### src/design/qdsl_regs.svh
// constants for the quad dac serial load control block
`ifndef QDSL_REGS_SVH
`define QDSL_REGS_SVH
`define QDSL_WORD_BITS 32
`define QDSL_FIFO_DEPTH 32
`define QDSL_LAST_BIT 5'h1f
`define QDSL_CMD_HI 27
`define QDSL_CMD_LO 24
`define QDSL_ADDR_HI 23
`define QDSL_ADDR_LO 20
`define QDSL_DATA_HI 19
`define QDSL_DATA_LO 4
`define QDSL_CMD_WRITE 4'h0
`define QDSL_CMD_UPDATE 4'h1
`define QDSL_CMD_WRITE_UPD 4'h3
`define QDSL_CMD_CLRCODE 4'h5
`define QDSL_ADDR_ALL 4'hf
`define QDSL_CODE_ZERO 16'h0000
`define QDSL_CODE_MID 16'h8000
`define QDSL_CODE_FULL 16'hffff
`define QDSL_CC_ZERO 2'h0
`define QDSL_CC_MID 2'h1
`define QDSL_CC_FULL 2'h2
`define QDSL_CC_RESET 2'h0
`define QDSL_INIT_WAIT 2'h3
`define QDSL_SYNC_RESET 6'h1b
`endif

### src/design/qdsl_pkg.sv
// types for the quad dac serial load control block
package qdsl_pkg;
  typedef enum logic [1:0] {
    QDSL_IDLE = 2'h0,
    QDSL_SHIFT = 2'h1,
    QDSL_HOLD = 2'h3
  } qdsl_frame_e;
  typedef logic [15:0] qdsl_code_t;
endpackage : qdsl_pkg

### src/design/qdsl_fifo.sv
// word fifo between frame capture and command decoder
`timescale 1ns/1ps
module qdsl_fifo #(
  parameter int WIDTH = 32,
  parameter int DEPTH = 32
) (
  input wire logic clk,
  input wire logic rst,
  input wire logic in_valid,
  output logic in_ready,
  input wire logic [WIDTH-1:0] in_data,
  output logic out_valid,
  input wire logic out_ready,
  output logic [WIDTH-1:0] out_data
);
  localparam int AW = $clog2(DEPTH);
  logic [WIDTH-1:0] mem_reg [0:DEPTH-1];
  logic [AW-1:0] wr_reg, wr_next, rd_reg, rd_next;
  logic [AW:0] cnt_reg, cnt_next;
  logic push, pop;

  assign in_ready = (cnt_reg != (AW+1)'(DEPTH));
  assign out_valid = (cnt_reg != '0);
  assign out_data = mem_reg[rd_reg];
  assign push = in_valid && in_ready;
  assign pop = out_valid && out_ready;

  always_comb begin
    wr_next = push ? AW'(wr_reg + 1'b1) : wr_reg;
    rd_next = pop ? AW'(rd_reg + 1'b1) : rd_reg;
    cnt_next = cnt_reg;
    if (push && !pop) begin
      cnt_next = (AW+1)'(cnt_reg + 1'b1);
    end else if (pop && !push) begin
      cnt_next = (AW+1)'(cnt_reg - 1'b1);
    end
  end

  always_ff @(posedge clk) begin
    if (rst) begin
      wr_reg <= '0;
      rd_reg <= '0;
      cnt_reg <= '0;
    end else begin
      wr_reg <= wr_next;
      rd_reg <= rd_next;
      cnt_reg <= cnt_next;
    end
  end

  // storage needs no reset, the count guards reads
  always_ff @(posedge clk) begin
    if (push) begin
      mem_reg[wr_reg] <= in_data;
    end
  end
endmodule : qdsl_fifo

### src/design/qdsl_top.sv
// serial frame capture, command decode and dac register control
`timescale 1ns/1ps
`include "qdsl_regs.svh"
module qdsl_top (
  input wire logic MCLK,
  input wire logic RESET,
  input wire logic SYNC_N,
  input wire logic SCLK,
  input wire logic DIN,
  input wire logic LOAD_UPDATE_STROBE_N,
  input wire logic ASYNC_CLEAR_N,
  input wire logic POWERUP_MID,
  output logic [15:0] DAC_A,
  output logic [15:0] DAC_B,
  output logic [15:0] DAC_C,
  output logic [15:0] DAC_D,
  output logic [1:0] CLEAR_CODE,
  output logic FRAME_STALL
);
  // two-flop synchronisers, third stage only for edge finding
  logic [5:0] pin_raw, s1_reg, s2_reg, s3_reg;
  assign pin_raw = {POWERUP_MID, ASYNC_CLEAR_N, LOAD_UPDATE_STROBE_N, DIN, SCLK, SYNC_N};
  always_ff @(posedge MCLK) begin
    if (RESET) begin
      s1_reg <= `QDSL_SYNC_RESET;
      s2_reg <= `QDSL_SYNC_RESET;
      s3_reg <= `QDSL_SYNC_RESET;
    end else begin
      s1_reg <= pin_raw;
      s2_reg <= s1_reg;
      s3_reg <= s2_reg;
    end
  end

  logic sync_s, din_s, load_update_strobe_n_s, clr_s, por_s, sync_fall, sclk_fall, clr_fall;
  assign sync_s = s2_reg[0];
  assign din_s = s2_reg[2];
  assign load_update_strobe_n_s = s2_reg[3];
  assign clr_s = s2_reg[4];
  assign por_s = s2_reg[5];
  assign sync_fall = s3_reg[0] && !s2_reg[0];
  assign sclk_fall = s3_reg[1] && !s2_reg[1];
  assign clr_fall = s3_reg[4] && !s2_reg[4];

  // frame capture
  qdsl_pkg::qdsl_frame_e st_reg, st_next;
  logic [4:0] cnt_reg, cnt_next;
  logic [31:0] sh_reg, sh_next, word_reg, word_next;
  logic pend_reg, pend_next;
  logic f_in_ready, f_out_valid, f_pop;
  logic [31:0] f_out_data;

  always_comb begin
    st_next = st_reg;
    cnt_next = cnt_reg;
    sh_next = sh_reg;
    word_next = word_reg;
    pend_next = pend_reg;
    if (pend_reg && f_in_ready) begin
      pend_next = 1'b0;
    end
    case (st_reg)
      qdsl_pkg::QDSL_IDLE: begin
        // a frame opening while a word still waits for room is not taken
        if (sync_fall && !pend_reg) begin
          st_next = qdsl_pkg::QDSL_SHIFT;
          cnt_next = 5'h00;
        end
      end
      qdsl_pkg::QDSL_SHIFT: begin
        if (sync_s) begin
          st_next = qdsl_pkg::QDSL_IDLE;
        end else if (sclk_fall) begin
          sh_next = {sh_reg[30:0], din_s};
          cnt_next = 5'(cnt_reg + 1'b1);
          if (cnt_reg == `QDSL_LAST_BIT) begin
            word_next = {sh_reg[30:0], din_s};
            pend_next = 1'b1;
            st_next = qdsl_pkg::QDSL_HOLD;
          end
        end
      end
      qdsl_pkg::QDSL_HOLD: begin
        // extra edges after the 32nd are ignored until select rises
        if (sync_s) begin
          st_next = qdsl_pkg::QDSL_IDLE;
        end
      end
      default: begin
        st_next = qdsl_pkg::QDSL_IDLE;
      end
    endcase
  end

  always_ff @(posedge MCLK) begin
    if (RESET) begin
      st_reg <= qdsl_pkg::QDSL_IDLE;
      cnt_reg <= 5'h00;
      sh_reg <= 32'h00000000;
      word_reg <= 32'h00000000;
      pend_reg <= 1'b0;
    end else begin
      st_reg <= st_next;
      cnt_reg <= cnt_next;
      sh_reg <= sh_next;
      word_reg <= word_next;
      pend_reg <= pend_next;
    end
  end

  qdsl_fifo #(
    .WIDTH(`QDSL_WORD_BITS),
    .DEPTH(`QDSL_FIFO_DEPTH)
  ) u_fifo (
    .clk(MCLK),
    .rst(RESET),
    .in_valid(pend_reg),
    .in_ready(f_in_ready),
    .in_data(word_reg),
    .out_valid(f_out_valid),
    .out_ready(f_pop),
    .out_data(f_out_data)
  );

  // command decode and channel registers
  qdsl_pkg::qdsl_code_t in_reg [0:3];
  qdsl_pkg::qdsl_code_t in_next [0:3];
  qdsl_pkg::qdsl_code_t dac_reg [0:3];
  qdsl_pkg::qdsl_code_t dac_next [0:3];
  qdsl_pkg::qdsl_code_t clear_val, data_f;
  logic [3:0] new_reg, new_next;
  logic [1:0] cc_reg, cc_next, init_reg, init_next;
  logic [3:0] cmd_f, addr_f;

  assign cmd_f = f_out_data[`QDSL_CMD_HI:`QDSL_CMD_LO];
  assign addr_f = f_out_data[`QDSL_ADDR_HI:`QDSL_ADDR_LO];
  assign data_f = f_out_data[`QDSL_DATA_HI:`QDSL_DATA_LO];

  always_comb begin
    case (cc_reg)
      `QDSL_CC_MID: clear_val = `QDSL_CODE_MID;
      `QDSL_CC_FULL: clear_val = `QDSL_CODE_FULL;
      default: clear_val = `QDSL_CODE_ZERO;
    endcase
  end

  // decoder stalls while clear is low, so the fifo can really fill
  assign f_pop = f_out_valid && clr_s && (init_reg == 2'h0);

  always_comb begin
    in_next = in_reg;
    dac_next = dac_reg;
    new_next = new_reg;
    cc_next = cc_reg;
    init_next = init_reg;
    if (init_reg != 2'h0) begin
      // strap seen only once the synchroniser has settled
      init_next = 2'(init_reg - 1'b1);
      if (init_reg == 2'h1) begin
        for (int i = 0; i < 4; i++) begin
          dac_next[i] = por_s ? `QDSL_CODE_MID : `QDSL_CODE_ZERO;
          in_next[i] = dac_next[i];
        end
      end
    end else if (clr_fall) begin
      for (int i = 0; i < 4; i++) begin
        in_next[i] = clear_val;
        dac_next[i] = clear_val;
        new_next[i] = 1'b0;
      end
    end else begin
      if (f_pop) begin
        for (int i = 0; i < 4; i++) begin
          if (addr_f == `QDSL_ADDR_ALL || addr_f == 4'(i)) begin
            case (cmd_f)
              `QDSL_CMD_WRITE: begin
                in_next[i] = data_f;
                new_next[i] = 1'b1;
              end
              `QDSL_CMD_UPDATE: begin
                dac_next[i] = in_reg[i];
                new_next[i] = 1'b0;
              end
              `QDSL_CMD_WRITE_UPD: begin
                in_next[i] = data_f;
                dac_next[i] = data_f;
                new_next[i] = 1'b0;
              end
              default: begin
              end
            endcase
          end
        end
        if (cmd_f == `QDSL_CMD_CLRCODE) begin
          cc_next = f_out_data[1:0];
        end
      end
      // level acting covers pulsed and tied-low use alike
      if (!load_update_strobe_n_s && clr_s) begin
        for (int i = 0; i < 4; i++) begin
          if (new_next[i]) begin
            dac_next[i] = in_next[i];
            new_next[i] = 1'b0;
          end
        end
      end
    end
  end

  always_ff @(posedge MCLK) begin
    if (RESET) begin
      for (int i = 0; i < 4; i++) begin
        in_reg[i] <= `QDSL_CODE_ZERO;
        dac_reg[i] <= `QDSL_CODE_ZERO;
      end
      new_reg <= 4'h0;
      cc_reg <= `QDSL_CC_RESET;
      init_reg <= `QDSL_INIT_WAIT;
    end else begin
      for (int i = 0; i < 4; i++) begin
        in_reg[i] <= in_next[i];
        dac_reg[i] <= dac_next[i];
      end
      new_reg <= new_next;
      cc_reg <= cc_next;
      init_reg <= init_next;
    end
  end

  assign DAC_A = dac_reg[0];
  assign DAC_B = dac_reg[1];
  assign DAC_C = dac_reg[2];
  assign DAC_D = dac_reg[3];
  assign CLEAR_CODE = cc_reg;
  assign FRAME_STALL = pend_reg && !f_in_ready;
endmodule : qdsl_top

### config.mk
export PLATFORM = sky130hd
export DESIGN_NAME = qdsl_top
export DESIGN_NICKNAME = d
export VERILOG_FILES = /design/src/design/qdsl_pkg.sv /design/src/design/qdsl_fifo.sv /design/src/design/qdsl_top.sv
export VERILOG_INCLUDE_DIRS = /design/src /design/src/design
export SDC_FILE = /design/constraint.sdc
export NUM_CORES = 1
export LEC_CHECK = 0
export BUFFER_PORTS_ARGS = -buffer_cell sky130_fd_sc_hd__buf_2
export CAP_MARGIN = 20
export CORE_MARGIN = 4
export CORE_UTILIZATION = 55
export DETAILED_ROUTE_END_ITERATION = 8
export MAX_ROUTING_LAYER = met4
export PLACE_DENSITY = 0.85
export SLEW_MARGIN = 20
export SYNTH_ARGS = -nofsm -noshare
export SYNTH_HDL_FRONTEND = slang
export SYNTH_SLANG_ARGS = --single-unit
### constraint.sdc
create_clock -name MCLK -period 3.7 [get_ports MCLK]
set_input_delay 0.185 -clock MCLK [delete_from_list [all_inputs] [get_ports MCLK]]
set_output_delay 0.185 -clock MCLK [all_outputs]
set_load 0.01 [all_outputs]
==> impl_metrics.yaml <==
placed_design:
  dpl.hpwl_mm: 70.4
  io_buffer_count: 74
  gp_congestion: 0.878
  place_ws_ns: 0.0123
timing:
  setup_slack_ns: 0.103
  finalSetupViolations: 0
  rsz0062_at_grt: "yes"
  final_hold_viol_count: 0
  whs_ns: 0.234
  tightest_slew_ns: 1.14
  drv_slew: 0
  timing.final.crit_period_ns: 3.60
  maxSlewHeadroom_pct: 24.1
  fmax_mhz: 278
  skew_ns: 0.0461
  fin_crit_sh_pct: 97.2
routing:
  dr_total_vias: 27989
  first_pass_iters: 6
  vias_per_cell: 6.71
  drc: 0
  antenna_left: 0
  wl_per_cell_um: 30.3
  drtIter0Drc: 4334
  wl_mm: 126
synthesis:
  ys_warn_count: 0
  yosysTopAreaCell: "edfxtp_1"
  synthFlopType: "edfxtp_1"
  synth_most_common_cell: "edfxtp_1"
  syn_nets: 2903
  synth-edff-count: 832
  synth_common_cells: "edfxtp_1 (832), dfxtp_1 (233), mux2i_1 (231), a21oi_1 (219), mux4_2 (203)"
  synth.area.top_cells: "edfxtp_1 (57%), dfxtp_1 (11%), mux4_2 (10%)"
  syn_avg_cell_area_um2: 15.3
  synth_top_area_share_pct: 56.7
  ys_ff_latch: 1065
  syn_area_um2: 44100
  ys_seq_area_share_pct: 67.3
  synth_cell_types: 72
  synthCells: 2879
  async_reset_ff_share_pct: 0
finish:
  area_growth_syn_to_layout_pct: 14.6
  seq_area_um2: 29700
  multiInputGateArea_um2: 13400
  largest_reg_flops: 832
  final_nets: 3064
  drive_gt1_share_pct: 22.9
  fillers: 5176
clock_tree:
  cts_sinks: 1065
  clk_latency_ns: 0.69
  cts.clk_slew.worst_paths_ns: 0.06
  cts_buffers: 100
  cts_max_path_buffers: 3
  root_buffer: "clkbuf_16"
  cts_tree: "done"
  htree_levels: 3
setup_path:
  worstPathArrival_ns: 4.15
  worstPathRequired_ns: 4.25
  worstSetupPathType: "reg -> reg"
  worst-path-max-fanout: 15
  end_kind: "flop"
  startpoint_type: "flop"
hold_path:
  worstHoldStart: "ASYNC_CLEAR_N"
  hp-class: "in -> reg"
status:
  outcome: "finished, final reports clean"
die:
  die_y_um: 291
  io_pins: 75
  rows: 103
  die_area_um2: 84700
  initial_utilization_pct: 55.6
  fp.dieW_um: 291
  core_um2: 79300
grt:
  grt_pass1_wl_mm: 184
  grt_max_degree: 82
  grt_pass1_vias: 27174
  grt_use_total_pct: 30.1
  overflow: 0
  antenna_found_initial: 1
power:
  max-vdd-ir-drop_mv: 0.372
  power_density_nw_per_um2: 478
  leakagePower_nw: 16.6
job:
  cap_violations: 0
## cells by family (layout without fill, tap and decap cells)
| kind of cell | count (synthesis) | after routing | synth area share, % |
|---|---|---|---|
| other | 0 | 1 | 0 |
| muxes | 447 | 447 | 16.0 |
| AOI/OAI and AO/OA | 568 | 568 | 8.12 |
| buffers and inverters | 295 | 539 | 3.03 |
| adders and majority gates | 16 | 16 | 0.471 |
| xor gates and xnor gates | 18 | 18 | 0.358 |
| DFF | 1065 | 1065 | 67.3 |
| and+or+nand+nor | 470 | 470 | 4.79 |
## path summary, 6_finish.rpt
| kind | to | slack (ns) | depth (start not counted) |
|---|---|---|---|
| setup / recovery | DAC_B[13]$_SDFFE_PP0P_ | 0.10 | 13 |
| hold / removal | s1_reg[4]$_SDFF_PP1_ | 0.23 | 3 |
| setup reg to reg | DAC_B[13]$_SDFFE_PP0P_ | 0.10 | 13 |
| hold reg to reg | s2_reg[4]$_SDFF_PP1_ | 0.39 | 1 |
## area by class of cell
class	instances	share of cell area [%]
repair buffers	253	4.60
flip-flops and latches	1065	58.7
inverters	101	0.750
well taps	1050	2.60
clock buffers	129	5.31
multi-input cells	1519	26.6
diodes	1	0.00495
clock inverters	56	1.37
## worst max-delay path, stage by stage (launching register included)
cell       delay (ns)
dfxtp_4          0.44
buf_6            0.18
mux4_2           0.51
mux2_2           0.29
a211oi_1         0.25
buf_4            0.19
nand3_1          0.11
mux2_4           0.33
nor4_4           0.24
buf_4            0.18
a2bb2oi_4        0.20
buf_12           0.20
mux2i_2          0.24
a211oi_2         0.09
## power by group
group	total [mW]	switching, mW	internal (mW)	leakage, nW
sequential	12.8	0.0425	12.8	9.60
clock	10.7	4.61	6.08	1.64
combinational	0.651	0.458	0.193	5.38
## stage by stage
stage / power (mW) / cells / setup TNS, ns / utilization [%] / cell area [um^2]
finish: 24.1 / 4174 / 0 / 63.7 / 50500
detailed placement: 13.7 / 3970 / 0 / 59.1 / 46800
CTS: 24.2 / 4167 / 0 / 63.5 / 50400
floorplan: 13.5 / 2879 / 0 / - / 44100
global route: 24.8 / 4174 / -0.581 / 63.7 / 50500
global placement: 13.7 / 3967 / 0 / 59.0 / 46700
## cells in the final DEF, fill, tap and decap left out, types with 11 or more instances in the layout
master,n
a22oi_1,57
or2_2,18
clkinv_1,17
mux4_2,203
nand2b_1,11
a21oi_1,219
a211oi_1,48
nand2_1,182
ha_1,15
edfxtp_1,832
inv_1,101
nor2_1,123
clkinv_2,14
o211a_1,14
dfxtp_1,215
xor2_1,11
mux2_2,11
buf_2,73
buf_4,126
o21ai_0,130
a211oi_2,11
nor2_4,34
nor2b_1,45
clkbuf_1,23
mux2i_1,228
buf_12,33
bufinv_16,13
a311oi_1,14
a211o_1,15
dfxtp_2,15
clkbuf_16,103
## repair_timing
action	4_1_cts	5_1_grt
setup endpoints to repair	38	115
hold endpoints to repair	27	0
cloned	1	1
hold buffers	7	0
resized for setup	5	16
buffers inserted	4	4
pin swaps	0	1
## metal layers
| metal | track usage [%] | wire, um | vias to the layer above | share of wire, % |
|---|---|---|---|---|
| li1 | - | - | 11401 | - |
| met1 | 38.2 | 43600 | 13924 | 35 |
| met2 | 47.1 | 60900 | 2217 | 48 |
| met3 | 6.14 | 14400 | 447 | 11 |
| met4 | 13.9 | 7370 | 0 | 5.8 |
| met5 | - | 0 | - | 0 |
Note: power is estimated with default switching activity, not from simulation.
